File: config.mk
export PLATFORM = sky130hd
export DESIGN_NAME = sac_ctrl
export DESIGN_NICKNAME = d
export VERILOG_FILES = /design/src/hw/sac_pkg.sv /design/src/hw/sac_ctrl.sv /design/src/hw/sac_sar.sv
export VERILOG_INCLUDE_DIRS = /design/src /design/src/hw
export SDC_FILE = /design/constraint.sdc
export NUM_CORES = 1
export LEC_CHECK = 0
export BUFFER_PORTS_ARGS = -buffer_cell sky130_fd_sc_hd__clkbuf_2
export CORE_MARGIN = 3
export CORE_UTILIZATION = 40
export DETAILED_ROUTE_END_ITERATION = 12
export PLACE_DENSITY_LB_ADDON = 0.08
export SYNTH_ARGS = -nofsm -noshare
export SYNTH_HDL_FRONTEND = slang
export SYNTH_SLANG_ARGS = --single-unit
File: constraint.sdc
create_clock -name sys_clk -period 3.7 [get_ports sys_clk]
set_input_delay 0.74 -clock sys_clk [delete_from_list [all_inputs] [get_ports sys_clk]]
set_output_delay 0.74 -clock sys_clk [all_outputs]
set_load 0.03 [all_outputs]
File: src/hw/sac_cfg.svh
`ifndef SAC_CFG_SVH
`define SAC_CFG_SVH
// Register offsets on the plain register port
`define SAC_OFS_SC1 3'h0
`define SAC_OFS_SC2 3'h1
`define SAC_OFS_RESH 3'h2
`define SAC_OFS_RESL 3'h3
`define SAC_OFS_CVH 3'h4
`define SAC_OFS_CVL 3'h5
`define SAC_OFS_CFG 3'h6
// Field positions
`define SAC_SC1_FLAG_BIT 7
`define SAC_SC2_FLD_LSB 4
// Reset values; the converter wakes up switched off
`define SAC_SC1_RST 7'h1F
`define SAC_SC2_RST 3'h0
`define SAC_CFG_RST 8'h00
// Channel codes with a special meaning
`define SAC_CH_OFF 5'h1F
`define SAC_CH_TEMP 5'h1A
`define SAC_CH_BGAP 5'h1B
// Clock source codes
`define SAC_SRC_BUS 2'h0
`define SAC_SRC_BUS2 2'h1
`define SAC_SRC_ALT 2'h2
`define SAC_SRC_LOCAL 2'h3
// Result mode codes
`define SAC_MODE_8 2'h0
`define SAC_MODE_10 2'h2
// Sample phase length in conversion clock ticks, minus one
`define SAC_SMP_SHORT 5'h03
`define SAC_SMP_LONG 5'h17
`endif

File: src/hw/sac_pkg.sv
package sac_pkg;
   // Sequencer states, one-hot
   typedef enum logic [2:0] {
      SAC_ST_IDLE = 3'b001,
      SAC_ST_ARMED = 3'b010,
      SAC_ST_CONV = 3'b100
   } sac_state_t;
   // First control register without its flag
   typedef struct packed {
      logic int_en;
      logic continuous_enable;
      logic [4:0] channel_select;
   } sac_sc1_t;
   // Second control register writable fields
   typedef struct packed {
      logic trigger_select;
      logic compare_function_enable;
      logic cmp_ge;
   } sac_sc2_t;
   // Configuration register
   typedef struct packed {
      logic low_power;
      logic [1:0] clock_divide_select;
      logic long_sample;
      logic [1:0] mode;
      logic [1:0] clk_src;
   } sac_cfg_t;
endpackage

File: src/hw/sac_ctrl.sv
// Implementation choices: strobed register access and the placing of the registers.
`timescale 1ns/1ps
`default_nettype none
`include "sac_cfg.svh"
//
// Contract
// RULE_01 - Four selectable conversion clock sources
// RULE_02 - Alternate clock is the external reference
// RULE_03 - Conversion clock is source divided by setting
// RULE_04 - Alternate clock keeps working in wait
// RULE_05 - Alternate clock unusable in stop modes
// RULE_06 - Counter overflow starts conversion when enabled
// RULE_07 - Trigger independent of counter interrupt enable
// RULE_08 - Triggers accepted in run, wait, stop3
// RULE_09 - Counter clocked by chosen source, prescale, modulo
// RULE_10 - Linear successive approximation, ten bits
// RULE_11 - Unsigned right-justified result, ten or eight
// RULE_12 - Single or continuous; single returns idle
// RULE_13 - Compare less-than or greater-equal, interrupts
// RULE_14 - Completion flag with interrupt request
// RULE_15 - Channel select; 26 temperature, 27 bandgap
// RULE_16 - Sample time and speed/power configurable
// RULE_17 - Conversions continue in wait and stop3
// RULE_18 - Software sequence for temperature reading
// RULE_19 - Control write aborts and restarts conversion
// RULE_20 - All-ones channel powers down, ends continuous
// RULE_21 - Flag sets on finish/compare, clears write/read
// RULE_22 - Trigger select: software or hardware input
// RULE_23 - Async trigger and clocks synchronised first
module sac_ctrl
   import sac_pkg::*;
#(
   parameter int RES_W = 10
) (
   input wire logic sys_clk, // Bus clock
   input wire logic rst, // Synchronous reset, high
   input wire logic [2:0] reg_addr, // Register offset
   input wire logic [7:0] reg_wdata, // Write data
   input wire logic reg_wr, // Write strobe
   input wire logic reg_rd, // Read strobe
   output logic [7:0] reg_rdata, // Read data, cycle after strobe
   input wire logic external_reference_clock, // Alternate clock
   input wire logic local_async_osc, // Local oscillator output
   input wire logic hw_trigger_input, // Counter overflow pulse
   input wire logic wait_mode, // MCU in wait
   input wire logic stop3_mode, // MCU in stop3
   input wire logic stop2_mode, // MCU in stop2
   input wire logic comp_in, // Analog comparator decision
   output logic [RES_W-1:0] dac_code, // Trial code
   output logic sample_en, // Sample switch
   output logic [4:0] mux_select, // Analog channel mux
   output logic converter_on, // Analog power
   output logic low_power_mode, // Slow, low current bias
   output logic temp_sensor_en, // Temperature sensor selected
   output logic bandgap_en, // Bandgap selected
   output logic conv_irq // Completion interrupt request
);
   // Result must fit two register bytes
   initial begin
      if (RES_W < 9 || RES_W > 16) $error("sac_ctrl: RES_W must be 9..16");
   end

   // Software visible state
   sac_sc1_t sc1_q; // Enable, continuous, channel
   sac_sc2_t sc2_q; // Trigger and compare setup
   sac_cfg_t cfg_q; // Clock, sample, mode
   logic done_q; // Completion flag
   logic [RES_W-1:0] res_q; // Formatted result
   logic [RES_W-1:0] cv_q; // Compare value
   logic [7:0] rdata_q; // Read data register

   // Sequencer
   sac_state_t st_q; // Current state
   sac_state_t st_d; // Next state

   // Synchronisers for the three asynchronous inputs
   // Bit 0 alternate, 1 local, 2 trigger
   logic [2:0] sync1_q; // First stage, read only by second
   logic [2:0] sync2_q; // Second stage
   logic [2:0] sync3_q; // Delayed copy for edges

   // Conversion clock generation
   logic half_q; // Bus clock halved
   logic [2:0] div_cnt_q; // Divider count

   // Engine handshake
   logic sar_done; // Conversion finished
   logic [RES_W-1:0] sar_res; // Raw result

   // Address decode
   wire wr_sc1 = reg_wr && (reg_addr == `SAC_OFS_SC1);
   wire wr_sc2 = reg_wr && (reg_addr == `SAC_OFS_SC2);
   wire wr_cvh = reg_wr && (reg_addr == `SAC_OFS_CVH);
   wire wr_cvl = reg_wr && (reg_addr == `SAC_OFS_CVL);
   wire wr_cfg = reg_wr && (reg_addr == `SAC_OFS_CFG);

   // This read also clears the flag
   wire rd_resl = reg_rd && (reg_addr == `SAC_OFS_RESL);

   // Channel field of a write, checked for the power-down code
   // All ones turns the analog part off
   wire [4:0] new_ch = reg_wdata[4:0];
   wire new_off = (new_ch == `SAC_CH_OFF);
   wire ch_off = (sc1_q.channel_select == `SAC_CH_OFF);

   // Each bit goes through two flip-flops; edges use stages two and three
   wire [2:0] async_in = {hw_trigger_input, local_async_osc,
                          external_reference_clock};
   genvar gi;
   generate
      for (gi = 0; gi < 3; gi++) begin : g_sync
         always_ff @(posedge sys_clk) begin
            if (rst) begin
               sync1_q[gi] <= 1'b0;
               sync2_q[gi] <= 1'b0;
               sync3_q[gi] <= 1'b0;
            end else begin
               sync1_q[gi] <= async_in[gi]; // RULE_23
               sync2_q[gi] <= sync1_q[gi];
               sync3_q[gi] <= sync2_q[gi];
            end
         end
      end
   endgenerate

   // Rising edges seen in the bus clock domain
   // Pulses must outlast two bus cycles
   wire [2:0] rise = sync2_q & ~sync3_q;

   // The alternate clock is the external reference; dead in stop modes
   // Wait excludes stop, so a wait flag keeps it running
   wire in_stop = (stop2_mode || stop3_mode) && !wait_mode; // RULE_04
   wire alt_ok = !in_stop; // RULE_05
   wire alt_tick = rise[0] && alt_ok; // RULE_02

   // The local oscillator runs in every mode
   wire local_tick = rise[1];

   // Pick one of the four sources; each yields one-cycle ticks
   // Bus ticks every cycle, bus/2 every other
   wire src_tick =
      (cfg_q.clk_src == `SAC_SRC_BUS) ? 1'b1 :
      (cfg_q.clk_src == `SAC_SRC_BUS2) ? half_q :
      (cfg_q.clk_src == `SAC_SRC_ALT) ? alt_tick :
      local_tick; // RULE_01

   // Divide by 1, 2, 4 or 8; range checking is software's job
   wire [2:0] div_max =
      (cfg_q.clock_divide_select == 2'h0) ? 3'h0 :
      (cfg_q.clock_divide_select == 2'h1) ? 3'h1 :
      (cfg_q.clock_divide_select == 2'h2) ? 3'h3 : 3'h7;
   wire div_wrap = (div_cnt_q == div_max);
   wire conv_tick = src_tick && div_wrap; // RULE_03

   // Bus/2 toggle runs every cycle, the divider on every source tick
   // Free running, so writes never shift the phase
   always_ff @(posedge sys_clk) begin
      if (rst) begin
         half_q <= 1'b0;
         div_cnt_q <= 3'h0;
      end else begin
         half_q <= ~half_q;
         if (src_tick) begin
            div_cnt_q <= div_wrap ? 3'h0 : div_cnt_q + 3'h1; // RULE_03
         end
      end
   end

   // Counter overflow is taken as is; its own interrupt enable
   // never reaches this block. Stop2 shuts the counter path.
   wire trig_evt = rise[2] && sc2_q.trigger_select; // RULE_06 RULE_07
   // Run, wait and stop3 take triggers; stop2 does not
   wire mode_ok = !stop2_mode; // RULE_08 RULE_17

   // Sequencer next state
   // A control write overrides the rest
   always_comb begin
      st_d = st_q;
      if (wr_sc1) begin
         if (new_off) begin
            st_d = SAC_ST_IDLE; // RULE_20
         end else if (sc2_q.trigger_select) begin
            st_d = SAC_ST_ARMED; // RULE_22
         end else begin
            st_d = SAC_ST_CONV; // RULE_19
         end
      end else begin
         case (st_q)
            SAC_ST_IDLE: begin
               st_d = SAC_ST_IDLE;
            end
            SAC_ST_ARMED: begin
               // Waiting for the next overflow
               if (trig_evt && mode_ok) begin
                  st_d = SAC_ST_CONV; // RULE_06
               end
            end
            SAC_ST_CONV: begin
               // Triggers during a conversion are ignored
               if (sar_done) begin
                  if (sc1_q.continuous_enable) begin
                     st_d = SAC_ST_CONV; // RULE_12
                  end else if (sc2_q.trigger_select) begin
                     st_d = SAC_ST_ARMED;
                  end else begin
                     st_d = SAC_ST_IDLE; // RULE_12
                  end
               end
            end
            default: begin
               st_d = SAC_ST_IDLE;
            end
         endcase
      end
   end

   // A fresh conversion starts on a write, a trigger or a restart
   // Merely staying in conversion starts nothing; a write or a finish must come with it
   wire go = (st_d == SAC_ST_CONV) &&
             (wr_sc1 || (st_q == SAC_ST_ARMED) || sar_done); // RULE_19

   // Any write to the first control register kills what the engine is doing
   wire abort = wr_sc1; // RULE_19

   // State register
   always_ff @(posedge sys_clk) begin
      if (rst) begin
         st_q <= SAC_ST_IDLE;
      end else begin
         st_q <= st_d;
      end
   end

   // Engine
   // Start beats abort inside it
   sac_sar #(
      .RES_W(RES_W)
   ) u_sar (
      .sys_clk(sys_clk),
      .rst(rst),
      .tick(conv_tick),
      .start(go),
      .abort(abort),
      .long_sample(cfg_q.long_sample),
      .comp_in(comp_in),
      .dac_code(dac_code),
      .sampling(sample_en),
      .done(sar_done),
      .result(sar_res)
   );

   // Eight-bit mode keeps the top bits and right-justifies them
   wire mode8 = (cfg_q.mode == `SAC_MODE_8);
   wire [RES_W-1:0] fmt = mode8 ?
      RES_W'(sar_res[RES_W-1:RES_W-8]) : sar_res; // RULE_11

   // 8-bit compares use the low byte only
   wire [RES_W-1:0] cmp_val = mode8 ? RES_W'(cv_q[7:0]) : cv_q;

   // Compare sense: greater-or-equal, or less-than
   wire cmp_true = sc2_q.cmp_ge ? (fmt >= cmp_val)
                                : (fmt < cmp_val); // RULE_13

   // With compare on, only a hit counts as completion
   wire keep = !sc2_q.compare_function_enable || cmp_true; // RULE_21
   wire flag_set = sar_done && keep; // RULE_21
   wire flag_clr = wr_sc1 || rd_resl; // RULE_21

   // Flag and result; a set in the clearing cycle wins
   // The result moves only with the flag
   always_ff @(posedge sys_clk) begin
      if (rst) begin
         done_q <= 1'b0;
         res_q <= '0;
      end else begin
         done_q <= flag_set || (done_q && !flag_clr); // RULE_21 RULE_14
         if (flag_set) begin
            res_q <= fmt; // RULE_11
         end
      end
   end

   // Register writes
   // Read-only bits are never stored
   always_ff @(posedge sys_clk) begin
      if (rst) begin
         sc1_q <= `SAC_SC1_RST;
         sc2_q <= `SAC_SC2_RST;
         cfg_q <= `SAC_CFG_RST;
         cv_q <= '0;
      end else begin
         if (wr_sc1) begin
            sc1_q <= reg_wdata[6:0]; // RULE_15
         end
         if (wr_sc2) begin
            sc2_q <= reg_wdata[6:`SAC_SC2_FLD_LSB]; // RULE_22
         end
         if (wr_cfg) begin
            cfg_q <= reg_wdata; // RULE_16
         end
         if (wr_cvh) begin
            cv_q[RES_W-1:8] <= reg_wdata[RES_W-9:0]; // RULE_13
         end
         if (wr_cvl) begin
            cv_q[7:0] <= reg_wdata; // RULE_13
         end
      end
   end

   // Read multiplexer; unmapped offsets read zero
   // Reads have no side effects here except the low result byte, whose read clears the flag
   wire active = (st_q == SAC_ST_CONV);
   wire [7:0] rd_mux =
      (reg_addr == `SAC_OFS_SC1) ? {done_q, sc1_q} :
      (reg_addr == `SAC_OFS_SC2) ? {active, sc2_q, 4'h0} :
      (reg_addr == `SAC_OFS_RESH) ? 8'(res_q[RES_W-1:8]) :
      (reg_addr == `SAC_OFS_RESL) ? res_q[7:0] :
      (reg_addr == `SAC_OFS_CVH) ? 8'(cv_q[RES_W-1:8]) :
      (reg_addr == `SAC_OFS_CVL) ? cv_q[7:0] :
      (reg_addr == `SAC_OFS_CFG) ? cfg_q : 8'h00;

   // Data stand for exactly one cycle after the strobe
   // Zero between reads
   always_ff @(posedge sys_clk) begin
      if (rst) begin
         rdata_q <= 8'h00;
      end else begin
         rdata_q <= reg_rd ? rd_mux : 8'h00;
      end
   end

   assign reg_rdata = rdata_q;

   // Analog side controls
   // Plain decodes of the stored channel and configuration
   assign mux_select = sc1_q.channel_select; // RULE_15
   assign converter_on = !ch_off; // RULE_20
   assign low_power_mode = cfg_q.low_power; // RULE_16
   assign temp_sensor_en = (sc1_q.channel_select == `SAC_CH_TEMP); // RULE_15
   assign bandgap_en = (sc1_q.channel_select == `SAC_CH_BGAP); // RULE_15

   // Level request while flag and enable are both high
   assign conv_irq = done_q && sc1_q.int_en; // RULE_14 RULE_13
endmodule
`default_nettype wire

File: src/hw/sac_sar.sv
`timescale 1ns/1ps
`default_nettype none
`include "sac_cfg.svh"
// Successive-approximation engine: sample phase, then one bit per tick
module sac_sar #(
   parameter int RES_W = 10
) (
   input wire logic sys_clk, // Bus clock
   input wire logic rst, // Synchronous reset
   input wire logic tick, // Conversion clock tick
   input wire logic start, // Begin a conversion
   input wire logic abort, // Drop the conversion in progress
   input wire logic long_sample, // Long sample phase
   input wire logic comp_in, // Analog input at or above trial code
   output logic [RES_W-1:0] dac_code, // Trial code to the analog side
   output logic sampling, // Sample switch closed
   output logic done, // One-cycle end of conversion
   output logic [RES_W-1:0] result // Raw result, valid with done
);
   initial begin
      if (RES_W < 9 || RES_W > 16) $error("sac_sar: RES_W must be 9..16");
   end
   logic busy_q; // Conversion running
   logic samp_q; // In sample phase
   logic [4:0] smp_q; // Sample ticks left
   logic [3:0] idx_q; // Bit under trial
   logic [RES_W-1:0] dac_q; // Trial register
   logic done_q; // End pulse
   logic [RES_W-1:0] res_q; // Captured result
   // Trial bit mask and the decision for it
   wire [RES_W-1:0] bit_m = RES_W'(1) << idx_q;
   wire [RES_W-1:0] kept = comp_in ? dac_q : (dac_q & ~bit_m); // RULE_10
   wire [RES_W-1:0] nxt_m = bit_m >> 1;
   wire [4:0] smp_len = long_sample ? `SAC_SMP_LONG : `SAC_SMP_SHORT; // RULE_16
   // Start wins over abort so that a rewrite restarts at once
   always_ff @(posedge sys_clk) begin
      done_q <= 1'b0;
      if (rst) begin
         busy_q <= 1'b0;
         samp_q <= 1'b0;
         smp_q <= 5'h00;
         idx_q <= 4'h0;
         dac_q <= '0;
         res_q <= '0;
      end else if (start) begin
         busy_q <= 1'b1;
         samp_q <= 1'b1;
         smp_q <= smp_len;
         dac_q <= '0;
      end else if (abort) begin
         busy_q <= 1'b0;
         samp_q <= 1'b0;
         dac_q <= '0;
      end else if (busy_q && tick && samp_q) begin
         smp_q <= smp_q - 5'h01;
         if (smp_q == 5'h00) begin
            samp_q <= 1'b0;
            idx_q <= 4'(RES_W - 1);
            dac_q <= {1'b1, {(RES_W-1){1'b0}}};
         end
      end else if (busy_q && tick) begin
         dac_q <= kept | nxt_m; // RULE_10
         idx_q <= idx_q - 4'h1;
         if (idx_q == 4'h0) begin
            res_q <= kept;
            done_q <= 1'b1;
            busy_q <= 1'b0;
         end
      end
   end
   assign dac_code = dac_q;
   assign sampling = samp_q;
   assign done = done_q;
   assign result = res_q;
endmodule
`default_nettype wire

== Yosys cells after proc, flatten, opt, wreduce, memory -nomap -nowiden ==
Index checks and enable logic that the tools add are counted.

* Memories: 0
* Word-level logic and storage cells: 169
* Output and inout bits: 29
* Bits of input ports: 22
* ROM bits: 0
* Memory bits (writable): 0
* Register bits after elaboration: 95
* Latch bits: 0

* Reduce and logical (&&, ||, !) cells: 50
* Equal/unequal tests: 21
* Bitwise gates (word level): 11
* Magnitude comparators: 2
* Shifts and indexed selects: 1
* Divide/modulo/power cells: 0
* $mul: 0
* Add/sub/neg operators: 3
* Mux-type cells: 46

{| class="wikitable"
|+ Operators with widths
! operator !! number
|-
| $mux 10 || 6
|-
| $mux 8 || 7
|-
| $mux 3 || 10
|-
| $eq 5x5->1 const B || 4
|-
| $mux 5 || 4
|-
| $logic_and 1x1->1 || 17
|-
| $eq 3x3->1 const B || 5
|-
| $mux 1 || 14
|-
| $mux 4 || 3
|-
| $reduce_bool 3->1 || 4
|-
| $and 10x10->10 || 1
|-
| $ge 10x10->1 || 1
|-
| $lt 10x10->1 || 1
|-
| $not 10->10 || 1
|-
| $or 10x9->10 || 1
|-
| $shl 1x4->10 const A || 1
|-
| $eq 3x2->1 const B || 3
|-
| $logic_not 1->1 || 6
|-
| $logic_not 2->1 || 3
|-
| $logic_or 1x1->1 || 6
|-
| $not 1->1 || 6
|-
| $pmux 3 s2 || 1
|-
| $reduce_and 2->1 || 3
|-
| $logic_not 5->1 || 1
|-
| 22 further kinds || 25
|}

== Longest topological paths before layout ==
Gate-level depths: netlist (run 1).

* Depth after elaboration: 13
* Mapped depth: 10
* Depth with buffers taken out: 9

== Hierarchy ==
A second synthesis (run 1) with hierarchy kept.

* Cell total of the unflattened synthesis: 555
* Area total of the unflattened synthesis: 4918.5 µm²

{| class="wikitable"
|+ Modules (own cells, without submodules)
! module !! area an instance (µm²) !! times used !! sequential area each (µm²) !! cells each
|-
| sac_ctrl || 3168.0 || 1 || 1261.2 || 359
|-
| sac_sar || 1750.4 || 1 || 640.6 || 196
|}

== Worst setup path after synthesis (run 1) ==
Ideal clock, no wire load.

* Path kind: register -> register
* Start: reg cfg_q[2] (netlist name)
* End: reg res_q[0]
* Data arrival time: 2870 ps
* Stages on the path, launching flop included: 10
* Buffers on the path: 0
* Setup slack: 744 ps
* Cells stage by stage: dfxtp_1 > nor2_1 > mux2_2 > ha_1 > a21o_1 > a21oi_1 > o21ai_0 > nor3_1 > nor3_1 > a211oi_1

* Cells in the longest elaborated chain, start to end: 6

{| class="wikitable"
|+ Ends and longest elaborated chain
! what !! RTL line !! text
|-
| from (decl) || sac_ctrl.sv:66 || <nowiki>sac_cfg_t cfg_q;</nowiki>
|-
| from (signal assigned) || sac_ctrl.sv:289 || <nowiki>cfg_q <= `SAC_CFG_RST;</nowiki>
|-
| from (signal assigned) || sac_ctrl.sv:299 || <nowiki>cfg_q <= reg_wdata;</nowiki>
|-
| $logic_not 2->1 (no source line) * || -- ||
|-
| $mux 10 * || sac_ctrl.sv:254 || <nowiki>wire [RES_W-1:0] fmt = mode8 ?</nowiki>
|-
| via fmt[5] || sac_ctrl.sv:254 ||
|-
| $lt 10x10->1 or $ge 10x10->1 (tied branches) || sac_ctrl.sv:262, sac_ctrl.sv:261 ||
|-
| $mux 1 * || sac_ctrl.sv:261 || <nowiki>wire cmp_true = sc2_q.cmp_ge ? (fmt >= cmp_val)</nowiki>
|-
| $logic_or 1x1->1 * || sac_ctrl.sv:265 || <nowiki>wire keep = !sc2_q.compare_function_enable || cmp_true;</nowiki>
|-
| $logic_and 1x1->1 * || sac_ctrl.sv:266 || <nowiki>wire flag_set = sar_done && keep;</nowiki>
|-
| to (signal assigned) || sac_ctrl.sv:278 || <nowiki>res_q <= fmt;</nowiki>
|-
| to (decl) || sac_ctrl.sv:68 || <nowiki>logic [RES_W-1:0] res_q;</nowiki>
|}

Mark *: on every way through the listed nets, which the timed path passes. The rest lies on a longest branch.
A chain may end at the register's enable or synchronous reset.

== Worst setup path in the final report (run 1) ==
Same ends and word-level chain as after synthesis.

==> qor_table.md, run 1 <==
| Quantity | Value | Unit |
| --- | --- | --- |
| Register-to-register setup slack | 870 | ps |
| Synth cell count leaders | dfxtp_1 (95), nand2_1 (68), a21oi_1 (53) | - |
| Switch share | 24.2 | % |
| Setup repair bufs after CTS | 0 | - |
| Required time of the critical path | 3910 | ps |
| Worst-case vdd ir drop | 0.249 | mV |
| Share of layout cells above drive strength 1 | 17.4 | % |
| Number of cells on the worst reg-to-reg path | 10 | - |
| Skew-Pair Late Insertion Delay | 340 | ps |
| Combined global-route utilization of all metal layers | 20.3 | % |
| FP Rows | 39 | - |
| Buffers added on ports | 50 | - |
| Transition time at the pin with the least slew margin | 1060 | ps |
| Timing-limited maximum frequency | 354 | MHz |
| H-tree depth | 3 | - |
| Fin. Hold Viols | 0 | - |
| Synthesized netlist cell count | 575 | - |
| Number of antenna-violating nets in the routed design | 0 | - |
| Synth area leaders | dfxtp_1 (39%), a21oi_1 (5.4%), nand2_1 (5.2%) | - |
| CTS tree | built | - |
| Clock transition at the registers of the reported paths | 70 | ps |
| Post-cts gate resize count | 0 | - |
| Time the worst path needs with I/O delays and setup | 2830 | ps |
| Count of unresolved DRC violations after routing | 0 | - |
| Number of placed I/O pins | 51 | - |
| Number of slew-limit violations in the final report | 0 | - |
| Post-Syn Area | 0.00492 | mm^2 |
| Via density per instance | 5.71 | - |
| Grt total ovfl | 0 | - |
| Final period util | 76.4 | % |
| Number of flops mapped to enable cells by yosys | 0 | - |
| Top FF cell, synth | dfxtp_1 | - |
| Dpl hpwl | 9760 | um |
| Dominant cell type by area after synthesis | dfxtp_1 | - |
| Vertical die dimension | 117 | um |
| Setup repair after global routing missed its margin | false | - |
| Leakage | 2.12 | nW |
| Total clock buffers created by CTS | 9 | - |
| Total number of vias | 4296 | - |
| Portion of total power attributed to sequential cells | 46.9 | % |
| Setup violation total in the final timing report | 0 | - |
| Area of all placed cells without fillers | 0.00556 | mm^2 |
| Proportion of power drawn by combinational gates | 9.5 | % |
| Core region area | 0.0117 | mm^2 |
| Yosys cell types | 64 | - |
| Post-detailed-placement cell area | 0.00525 | mm^2 |
| Per-cell routed wire length | 17.5 | um |
| Mapped Nets | 615 | - |
| Hold Startpoint | half_q$_SDFF_PP0_ | - |
| Cell chosen for the clock root | clkbuf_16 | - |
| Filler cell count in the final layout | 1176 | - |
| Last weighted congestion value of the routability-driven placer | 0.840 | - |
| End point of the most critical hold path | half_q$_SDFF_PP0_ | - |
| Number of instances on the worst hold path | 1 | - |
| Antenna cells | 0 | - |
| Share of the synthesized area in the top cell type | 38.6 | % |
| Overall die area | 0.0137 | mm^2 |
| Rel. slew slack | 29.4 | % |
| Synth Area per Inst | 8.56 | um^2 |
| Buffer levels on the longest clock path | 2 | - |
| Final Hold Slack | 415 | ps |
| Die outline width | 117 | um |
| First-pass GRT wire length | 21800 | um |
| Fraction of the yosys area taken by sequential cells | 38.6 | % |
| Drt total wl | 13100 | um |
| Status | finished clean | - |
| Total negative setup slack | 0 | ps |
| Switching component of the power | 0.000550 | W |
| Vias in the first global route | 4116 | - |
| Critical Path End Type | flop | - |
| Internal power summed over all cells | 0.00173 | W |
| Sequential cell area in the final layout | 0.00190 | mm^2 |
| Antenna violations before repair | 0 | - |
| Clock share of power | 43.5 | % |
| DR iter-0 viols | 329 | - |
| Setup CP Type | flop to flop | - |
| Launch point of the worst reg-to-reg path | cfg_q[2]$_SDFFE_PP0P_ | - |
| Share of flip-flops with an asynchronous set or reset | 0 | % |
| Highest net fanout along the worst path | 11 | - |
| P&R area growth vs syn | 13.0 | % |
| Multi-input combinational cell area | 0.00276 | mm^2 |
| Setup skew after layout | 9.14 | ps |
| Final nets | 645 | - |
| Destination of the worst register-to-register timing path | res_q[0]$_SDFFE_PP0P_ | - |
| Yosys synthesis warning count | 0 | - |
| Crit path launch type | flop | - |
| PwrDens | 410 | mW/mm^2 |
| Arrival time at the worst endpoint | 3040 | ps |
| Count leader, synth | dfxtp_1 | - |
| Type of the tightest min-delay check | flop to flop | - |
| Number of sinks on the clock net | 95 | - |
| Synthesized flop and latch total | 95 | - |
| Max-capacitance violation count | 0 | - |
| Number of iterations in the first detailed-routing pass | 5 | - |
| Effective utilization at floorplan | 42.0 | % |
| Largest net degree at the start of global routing | 40 | - |
| CTS hold repair buffers | 0 | - |
per-layer routing:
layer  track usage (%)  wire, um  vias up
met2              33.2      6170       75
met3              4.63       457       12
met4              4.82       246        0
met5                 0         0        -
li1                  -         -     2146
met1              27.3      6270     2063
layout make-up:
class                   count  share of cell area (%)
repair buffers             61                    5.98
flip-flops and latches     95                    34.2
clock buffers              12                    4.43
well taps                 143                    3.22
multi-input cells         419                    49.7
clock inverters             3                    1.21
inverters                  19                    1.28
state kept, by name, summed over array words and instances, names as in the netlist:
| name | cells |
|---|---|
| sync3_q | 3 |
| sync1_q | 3 |
| div_cnt_q | 3 |
| u_sar.smp_q | 5 |
| st_q | 3 |
| sync2_q | 3 |
| u_sar.busy_q | 1 |
| mux_select | 5 |
| u_sar.result | 10 |
| u_sar.done | 1 |
| sc2_q | 3 |
| res_q | 10 |
| u_sar.sampling | 1 |
| cfg_q | 7 |
| cv_q | 10 |
| u_sar.dac_code | 10 |
| low_power_mode | 1 |
| u_sar.idx_q | 4 |
| half_q | 1 |
| done_q | 1 |
| reg_rdata | 8 |
| sc1_q | 2 |
worst max-delay path: stages, from the launching register on:
cell and delay [ps]:
dfxtp_1 350, nor2_1 120, buf_4 180, mux2_2 380, ha_1 300, a21o_1 180, a21oi_1 120, o21ai_0 150
or3_1 590, a31oi_1 250, a211oi_1 70
metrics by stage:
step | utilization (%) | setup WS, ps | instances | power [W]
final | 47.5 | 874 | 752 | 0.00228
after global routing | 47.5 | 592 | 752 | 0.00238
after CTS | 47.5 | 879 | 752 | 0.00231
after detailed placement | 44.8 | 712 | 737 | 0.00131
after global placement | 44.8 | 774 | 737 | 0.00131
after floorplan | - | 744 | 575 | 0.00124
power groups by stage:
stage / logic (W) / clock network (W) / registers [W]
2_1_floorplan: 0.000152 / 0 / 0.00109
3_3_place_gp: 0.000214 / 0 / 0.00109
3_5_place_dp: 0.000217 / 0 / 0.00109
4_1_cts: 0.000218 / 0.00102 / 0.00107
5_1_grt: 0.000242 / 0.00107 / 0.00107
6_report: 0.000217 / 0.000992 / 0.00107
placed cells by master (no fill, tap or decap), drive strengths merged, types with 4 or more instances in the layout:
cell    count
nor2       26
a221oi      6
or3         7
mux2       11
a21oi      53
o211ai     13
a31oi      11
o21a       10
clkbuf     62
nor4       11
o41ai      10
dfxtp      95
nor2b      27
nand2b      7
and3        6
a22oi       7
o21ai      30
nand2      68
buf        11
ha         18
nand3      16
mux2i       8
nor3b       4
inv        19
nand4       5
and2        4
nor3       13
a211oi     11
worst max path at each step:
stage,from,to,depth (start not counted)
floorplan,cfg_q[2]$_SDFFE_PP0P_,res_q[0]$_SDFFE_PP0P_,9
global placement,reg_wr,u_sar.idx_q[2]$_SDFFE_PP0P_,6
detailed placement,reg_wr,u_sar.idx_q[2]$_SDFFE_PP0P_,6
CTS,cfg_q[2]$_SDFFE_PP0P_,res_q[6]$_SDFFE_PP0P_,10
global route,cfg_q[2]$_SDFFE_PP0P_,res_q[3]$_SDFFE_PP0P_,10
finish,cfg_q[2]$_SDFFE_PP0P_,res_q[0]$_SDFFE_PP0P_,10
kinds of logic after synthesis:
kind of cell / count (synthesis) / share of synthesized area, %
compound gates: 171 / 25.1
xor+xnor: 4 / 0.712
fa+ha+maj: 18 / 4.58
buf+inv: 61 / 5.36
flops: 95 / 38.6
mux: 19 / 4.14
simple gates: 207 / 21.5
Power figures use the tool's default switching activity.
==> run 2, diff against run 1 <==
--- a/config.mk
+++ b/config.mk
@@ -6,6 +6,7 @@
 export SDC_FILE = /design/constraint.sdc
 export NUM_CORES = 1
 export LEC_CHECK = 0
+export ABC_AREA = 1
 export BUFFER_PORTS_ARGS = -buffer_cell sky130_fd_sc_hd__clkbuf_2
 export CORE_MARGIN = 3
 export CORE_UTILIZATION = 40
==> constraint.sdc (replaced) <==
create_clock -name sys_clk -period 2.65 [get_ports sys_clk]
set_input_delay 0.53 -clock sys_clk [delete_from_list [all_inputs] [get_ports sys_clk]]
set_output_delay 0.53 -clock sys_clk [all_outputs]
set_load 0.03 [all_outputs]
==> run 2 against run 1 <==
  * Core utilization rose by 0.60 points
  * Total power increased by 30%
  * Clock power increased by 23%
==> qor_table.md, run 2 <==
| Quantity | Value | Unit | vs previous |
| --- | --- | --- | --- |
| Arrival time at the worst endpoint | 2580 | ps | was 3040 ps |
| Setup violation total in the final timing report | 0 | - | unchanged |
| Vias in the first global route | 4233 | - | was 4116 |
| Area of all placed cells without fillers | 0.00535 | mm^2 | was 0.00556 mm^2 |
| Per-cell routed wire length | 14.1 | um | was 17.5 um |
| Largest net degree at the start of global routing | 53 | - | was 40 |
| Total number of vias | 4384 | - | was 4296 |
| Final period util | 88.5 | % | was 76.4% |
| Total negative setup slack | 0 | ps | unchanged |
| Vertical die dimension | 114 | um | was 117 um |
| Synth area leaders | dfxtp_1 (41%), nand2_1 (13%), inv_1 (7.2%) | - | was dfxtp_1 (39%), a21oi_1 (5.4%), nand2_1 (5.2%) |
| Number of iterations in the first detailed-routing pass | 5 | - | unchanged |
| Last weighted congestion value of the routability-driven placer | 0.853 | - | was 0.840 |
| Antenna cells | 0 | - | unchanged |
| Total power consumption of the routed design | 0.00295 | W | was 0.00228 W |
| FP Rows | 38 | - | was 39 |
| H-tree depth | 3 | - | unchanged |
| Highest net fanout along the worst path | 15 | - | was 11 |
| Count leader, synth | nand2_1 | - | was dfxtp_1 |
| Most common library cell in the layout ignoring fill and taps | nand2_1 | - | was dfxtp_1 |
| Fraction of the yosys area taken by sequential cells | 40.8 | % | was 38.6% |
| Antenna violations before repair | 0 | - | unchanged |
| Share of flip-flops with an asynchronous set or reset | 0 | % | unchanged |
| Number of placed I/O pins | 51 | - | unchanged |
| Buffers added on ports | 50 | - | unchanged |
| Worst-case vdd ir drop | 0.294 | mV | was 0.249 mV |
| Transition time at the pin with the least slew margin | 624 | ps | was 1060 ps |
| Clock transition at the registers of the reported paths | 60 | ps | was 70 ps |
| Hold Startpoint | external_reference_clock | - | was half_q$_SDFF_PP0_ |
| Synthesized netlist cell count | 673 | - | was 575 |
| Number of antenna-violating nets in the routed design | 0 | - | unchanged |
| Setup CP Type | flop to flop | - | unchanged |
| Yosys cell types | 38 | - | was 64 |
| Synthesized flop and latch total | 95 | - | unchanged |
| Mapped Nets | 713 | - | was 615 |
| Overall die area | 0.0130 | mm^2 | was 0.0137 mm^2 |
| Skew-Pair Late Insertion Delay | 350 | ps | was 340 ps |
| Number of cells on the worst reg-to-reg path | 15 | - | was 10 |
| Filler cell count in the final layout | 1183 | - | was 1176 |
| Dpl hpwl | 9250 | um | was 9760 um |
| Multi-input combinational cell area | 0.00229 | mm^2 | was 0.00276 mm^2 |
| Critical Path End Type | flop | - | unchanged |
| Commonest cells after routing, fill and taps aside | nand2_1 (156), dfxtp_1 (95), inv_1 (90) | - | was dfxtp_1 (95), nand2_1 (68), a21oi_1 (53) |
| Top FF cell, synth | dfxtp_1 | - | unchanged |
| Die outline width | 114 | um | was 117 um |
| Total clock buffers created by CTS | 9 | - | unchanged |
| Share of layout cells above drive strength 1 | 12.4 | % | was 17.4% |
| Type of the tightest min-delay check | input pin to flop | - | was flop to flop |
| Setup skew after layout | 7.80 | ps | was 9.14 ps |
| Final std cells w/o fill | 866 | - | was 752 |
| Launch point of the worst reg-to-reg path | cfg_q[2]$_SDFFE_PP0P_ | - | unchanged |
| Post-detailed-placement cell area | 0.00507 | mm^2 | was 0.00525 mm^2 |
| Timing-limited maximum frequency | 426 | MHz | was 354 MHz |
| Rel. slew slack | 58.1 | % | was 29.4% |
| Post-Syn Area | 0.00466 | mm^2 | was 0.00492 mm^2 |
| Sequential cell area in the final layout | 0.00190 | mm^2 | unchanged |
| Status | finished clean | - | unchanged |
| CTS hold repair buffers | 0 | - | unchanged |
| Number of flops mapped to enable cells by yosys | 0 | - | unchanged |
| Number of instances on the worst hold path | 3 | - | was 1 |
| Placed Cells | 851 | - | was 737 |
| Synth cell count leaders | nand2_1 (157), dfxtp_1 (95), inv_1 (90) | - | was dfxtp_1 (95), nand2_1 (68), a21oi_1 (53) |
| Number of slew-limit violations in the final report | 0 | - | unchanged |
| Fin. Hold Viols | 0 | - | unchanged |
| Yosys synthesis warning count | 0 | - | unchanged |
| Max-capacitance violation count | 0 | - | unchanged |
| Core region area | 0.0111 | mm^2 | was 0.0117 mm^2 |
| Setup repair after global routing missed its margin | false | - | unchanged |
| Cell chosen for the clock root | clkbuf_16 | - | unchanged |
| Final nets | 762 | - | was 645 |
| Post-cts gate resize count | 0 | - | unchanged |
| Number of sinks on the clock net | 95 | - | unchanged |
| Synth Area per Inst | 6.93 | um^2 | was 8.56 um^2 |
| CP Launch Point | cfg_q[2]$_SDFFE_PP0P_ | - | unchanged |
| Effective utilization at floorplan | 41.9 | % | was 42.0% |
| Buffer levels on the longest clock path | 2 | - | unchanged |
| Time the worst path needs with I/O delays and setup | 2340 | ps | was 2830 ps |
| Via density per instance | 5.06 | - | was 5.71 |
| Setup repair bufs after CTS | 0 | - | unchanged |
| Count of unresolved DRC violations after routing | 0 | - | unchanged |
| P&R area growth vs syn | 14.8 | % | was 13.0% |
| DR iter-0 viols | 283 | - | was 329 |
| Share of the synthesized area in the top cell type | 40.8 | % | was 38.6% |
| Drt total wl | 12200 | um | was 13100 um |
| Leakage | 2.51 | nW | was 2.12 nW |
| First-pass GRT wire length | 20400 | um | was 21800 um |
| Required time of the critical path | 2890 | ps | was 3910 ps |
| Grt total ovfl | 0 | - | unchanged |
| Dominant cell type by area after synthesis | dfxtp_1 | - | unchanged |
| Combined global-route utilization of all metal layers | 19.9 | % | was 20.3% |
| PwrDens | 552 | mW/mm^2 | was 410 mW/mm^2 |
| CTS tree | built | - | unchanged |
| Crit path launch type | flop | - | unchanged |
==> run 2: critical path, stage by stage, from the launching register on <==
cell and delay [ps]:
dfxtp_1 330, nor2_1 60, buf_4 170, o21ai_0 300
ha_1 300, inv_1 70, nor2_1 40, o211ai_1 190
nand3_1 120, nand2_1 70, nand3_1 130, nand2_2 160
buf_12 150, nand2_1 50, nand2_1 50, nor2_1 40
==> run 2: power by group <==
group | total, W | switching, W | leakage (nW) | internal, W
clock network | 0.00122 | 0.000543 | 0.138 | 0.000681
logic | 0.000248 | 0.000170 | 1.60 | 0.0000779
registers | 0.00148 | 0.0000211 | 0.770 | 0.00146
==> run 2: layout make-up <==
cell class / instances / share of cell area [%]
multi-input cells: 460 / 42.8
clock inverters: 3 / 0.351
inverters: 96 / 6.90
flip-flops and latches: 95 / 35.5
repair buffers: 60 / 6.31
clock buffers: 12 / 4.79
well taps: 140 / 3.27
==> run 2: final timing paths <==
path                                              end  slack, ps
worst max-delay path            res_q[1]$_SDFFE_PP0P_        310
worst min-delay path            sync1_q[0]$_SDFF_PP0_        370
worst max register to register  res_q[1]$_SDFFE_PP0P_        310
worst min register to register  sync2_q[2]$_SDFF_PP0_        400
==> run 2: routing by layer <==
metal	vias to the layer above	part of all wire, %	global-route usage, %
met1	1978	47	25.0
met2	109	45	32.4
met5	-	0	0
met3	28	4.5	3.18
li1	2269	-	-
met4	0	3.5	11.2
==> run 2: kinds of logic (layout without fill, tap and decap cells) <==
group                      count (synthesis)  in the layout  share of synthesized area [%]
buffers and inverters                    118            171                           10.1
AOI/OAI and AO/OA                        138            138                           16.1
adders and majority gates                 18             18                           4.83
and+or+nand+nor                          300            300                           27.4
DFF                                       95             95                           40.8
xor gates and xnor gates                   4              4                          0.752
==> run 2: stage by stage <==
stage | worst slack [ps] | utilization, % | hold WS [ps]
floorplan | 213 | - | 387
global placement | 389 | 45.6 | 389
detailed placement | 261 | 45.6 | 392
CTS | 233 | 48.1 | 363
global route | 10.3 | 48.1 | 385
finish | 305 | 48.1 | 373
==> run 3, diff against run 2 <==
--- a/config.mk
+++ b/config.mk
@@ -11,6 +11,7 @@
 export CORE_MARGIN = 3
 export CORE_UTILIZATION = 40
 export DETAILED_ROUTE_END_ITERATION = 12
+export GPL_TIMING_DRIVEN = 0
 export PLACE_DENSITY_LB_ADDON = 0.08
 export SYNTH_ARGS = -nofsm -noshare
 export SYNTH_HDL_FRONTEND = slang
==> run 3 against run 2 <==
  * Core utilization is 0.49 points higher
  * Clock skew is 0.93 ps higher
  * Via count hardly changed
  * Non-clock buffer count is 10 higher
  * Clock power is 8% higher
  * Sequential power hardly changed
  * Worst hold slack worse by 7.9 ps
  * Combinational power is 4% higher
  * Largest cell class unchanged
  * First-iteration DRC count is 2.8% lower
  * Fmax is 6.2% lower
  * Wire length is 2.5% higher
  * Worst setup slack worse by 150 ps
==> qor_table.md, run 3 (synthesized netlist as in run 2, its figures left out) <==
| Quantity | Value | Unit | vs previous |
| --- | --- | --- | --- |
| CTS tree | built | - | unchanged |
| Number of sinks on the clock net | 95 | - | unchanged |
| DR iter-0 viols | 275 | - | was 283 |
| Sum of buffers and inverters on the critical path | 2 | - | was 3 |
| Final nets | 772 | - | was 762 |
| Vertical die dimension | 114 | um | unchanged |
| Crit path launch type | flop | - | unchanged |
| H-tree depth | 3 | - | unchanged |
| Setup CP Type | flop to flop | - | unchanged |
| Number of antenna-violating nets in the routed design | 0 | - | unchanged |
| Final period util | 94.3 | % | was 88.5% |
| Antenna violations before repair | 0 | - | unchanged |
| Number of iterations in the first detailed-routing pass | 5 | - | unchanged |
| Number of placed I/O pins | 51 | - | unchanged |
| Sequential cell area in the final layout | 0.00190 | mm^2 | unchanged |
| Largest delay contributor family on the critical path | simple AND/OR/NAND/NOR gates | - | unchanged |
| Largest net degree at the start of global routing | 16 | - | was 53 |
| Dpl hpwl | 9410 | um | was 9250 um |
| Critical Path End Type | flop | - | unchanged |
| Max stage delay cell, worst path | dfxtp_1 | - | unchanged |
| Type of the tightest min-delay check | input pin to flop | - | unchanged |
| Grt total ovfl | 0 | - | unchanged |
| Leakage | 2.52 | nW | was 2.51 nW |
| Launch point of the worst reg-to-reg path | cfg_q[3]$_SDFFE_PP0P_ | - | was cfg_q[2]$_SDFFE_PP0P_ |
| Combined global-route utilization of all metal layers | 19.8 | % | was 19.9% |
| FP Rows | 38 | - | unchanged |
| P&R area growth vs syn | 15.9 | % | was 14.8% |
| Most common library cell in the layout ignoring fill and taps | nand2_1 | - | unchanged |
| Effective utilization at floorplan | 41.9 | % | unchanged |
| Highest net fanout along the worst path | 10 | - | was 15 |
| Buffer levels on the longest clock path | 2 | - | unchanged |
| Total number of vias | 4388 | - | was 4384 |
| Core region area | 0.0111 | mm^2 | unchanged |
| First-pass GRT wire length | 20300 | um | was 20400 um |
| Setup violation total in the final timing report | 0 | - | unchanged |
| Number of slew-limit violations in the final report | 0 | - | unchanged |
| Total power consumption of the routed design | 0.00305 | W | was 0.00295 W |
| Final Hold Slack | 365 | ps | was 373 ps |
| Overall die area | 0.0130 | mm^2 | unchanged |
| Filler cell count in the final layout | 1191 | - | was 1183 |
| Arrival time at the worst endpoint | 2740 | ps | was 2580 ps |
| Worst-case vdd ir drop | 0.273 | mV | was 0.294 mV |
| PwrDens | 565 | mW/mm^2 | was 552 mW/mm^2 |
| Via density per instance | 5.00 | - | was 5.06 |
| Antenna cells | 0 | - | unchanged |
| Fin. Hold Viols | 0 | - | unchanged |
| Cells traversed along the worst timing path | nor2_4 -> inv_1 -> nand2_1 -> o21ai_0 -> ha_1 -> nand2_1 -> nor2_1 -> nand2_1 -> o21ai_0 -> nand4_1 -> nand3_2 -> nand2_4 -> clkbuf_4 -> nor2_1 -> nor2_1 | - | was nor2_1 -> buf_4 -> o21ai_0 -> ha_1 -> inv_1 -> nor2_1 -> o211ai_1 -> nand3_1 -> nand2_1 -> nand3_1 -> nand2_2 -> buf_12 -> nand2_1 -> nand2_1 -> nor2_1 |
| Max-capacitance violation count | 0 | - | unchanged |
| Drt total wl | 12500 | um | was 12200 um |
| Delay of the slowest cell on the worst path | 340 | ps | was 330 ps |
| Status | finished clean | - | unchanged |
| Timing-limited maximum frequency | 400 | MHz | was 426 MHz |
| Rel. slew slack | 31.7 | % | was 58.1% |
| Per-cell routed wire length | 14.2 | um | was 14.1 um |
| Commonest cells after routing, fill and taps aside | nand2_1 (156), dfxtp_1 (95), inv_1 (90) | - | unchanged |
| Transition time at the pin with the least slew margin | 1020 | ps | was 624 ps |
| Skew-Pair Late Insertion Delay | 350 | ps | about the same |
| Setup skew after layout | 8.72 | ps | was 7.80 ps |
| Vias in the first global route | 4073 | - | was 4233 |
| Total clock buffers created by CTS | 9 | - | unchanged |
| Cell chosen for the clock root | clkbuf_16 | - | unchanged |
| Buffers added on ports | 47 | - | was 50 |
| Clock transition at the registers of the reported paths | 70 | ps | was 60 ps |
| CP Launch Point | cfg_q[3]$_SDFFE_PP0P_ | - | was cfg_q[2]$_SDFFE_PP0P_ |
| Die outline width | 114 | um | unchanged |
| Hold Startpoint | local_async_osc | - | was external_reference_clock |
| Share of layout cells above drive strength 1 | 12.2 | % | was 12.4% |
| Time the worst path needs with I/O delays and setup | 2500 | ps | was 2340 ps |
| Last weighted congestion value of the routability-driven placer | 0.872 | - | was 0.853 |
| Count of unresolved DRC violations after routing | 0 | - | unchanged |
| Multi-input combinational cell area | 0.00231 | mm^2 | was 0.00229 mm^2 |
| Required time of the critical path | 2890 | ps | about the same |
[run 3: changes by cell type in the layout (fill, tap and decap cells not counted), moves of 2 or more]
cell | before | now
buf_4 | 9 | 7
clkinv_2 | 3 | 5
clkbuf_2 | 50 | 47
clkbuf_1 | 1 | 14
[run 3: final timing paths]
path	slack, ps	to	cells past startpoint
worst max-delay path	150	res_q[8]$_SDFFE_PP0P_	15
worst min-delay path	370	sync1_q[1]$_SDFF_PP0_	3
worst max register to register	150	res_q[8]$_SDFFE_PP0P_	15
worst min register to register	400	sync2_q[2]$_SDFF_PP0_	2
[run 3: worst register-to-register path: cells and delay by family, from the launching register on]
family	cells	cell delay [ps]
compound gates	2	340
fa+ha+maj	1	320
buf+inv	2	340
flops	1	340
simple gates	10	1050
[run 3: where the power goes]
group          internal (W)  switching, W
Sequential          0.00146     0.0000213
Combinational     0.0000804      0.000178
Clock              0.000754      0.000562
Total               0.00229      0.000761
[run 3: through the flow]
stage / util (%) / setup TNS, ps / setup WS, ps / std cells / area, um^2
3_3_place_gp: 45.6 / -5120 / -528 / 860 / 5070
6_report: 48.6 / 0 / 150 / 877 / 5410
4_1_cts: 48.4 / 0 / 20.7 / 876 / 5390
2_1_floorplan: - / 0 / 213 / 673 / 4660
5_1_grt: 48.6 / -0.498 / -0.498 / 877 / 5410
3_5_place_dp: 45.6 / -5080 / -529 / 860 / 5070
[run 3: layer usage]
| metal | vias up | routed length (um) | GRT usage (%) |
|---|---|---|---|
| met5 | - | 0 | 0 |
| met4 | 0 | 238 | 7.44 |
| met3 | 18 | 631 | 2.86 |
| met2 | 107 | 5640 | 31.9 |
| met1 | 1973 | 5970 | 27.0 |
| li1 | 2290 | - | - |
[run 3: cell type report]
| class | count | area share (%) |
|---|---|---|
| Buffer | 22 | 2.04 |
| Clock buffer | 10 | 4.42 |
| Clock inverter | 6 | 1.09 |
| Inverter | 96 | 6.83 |
| Multi-Input combinational cell | 460 | 42.7 |
| Sequential cell | 95 | 35.2 |
| Tap cell | 140 | 3.24 |
| Timing Repair Buffer | 48 | 4.49 |
[run 3: what timing repair did]
action	4_1_cts	5_1_grt
cloned	0	0
setup buffers	0	1
hold buffers	0	0
pin swaps	0	2
endpoints found under the setup margin	10	10
gates resized for setup	7	4
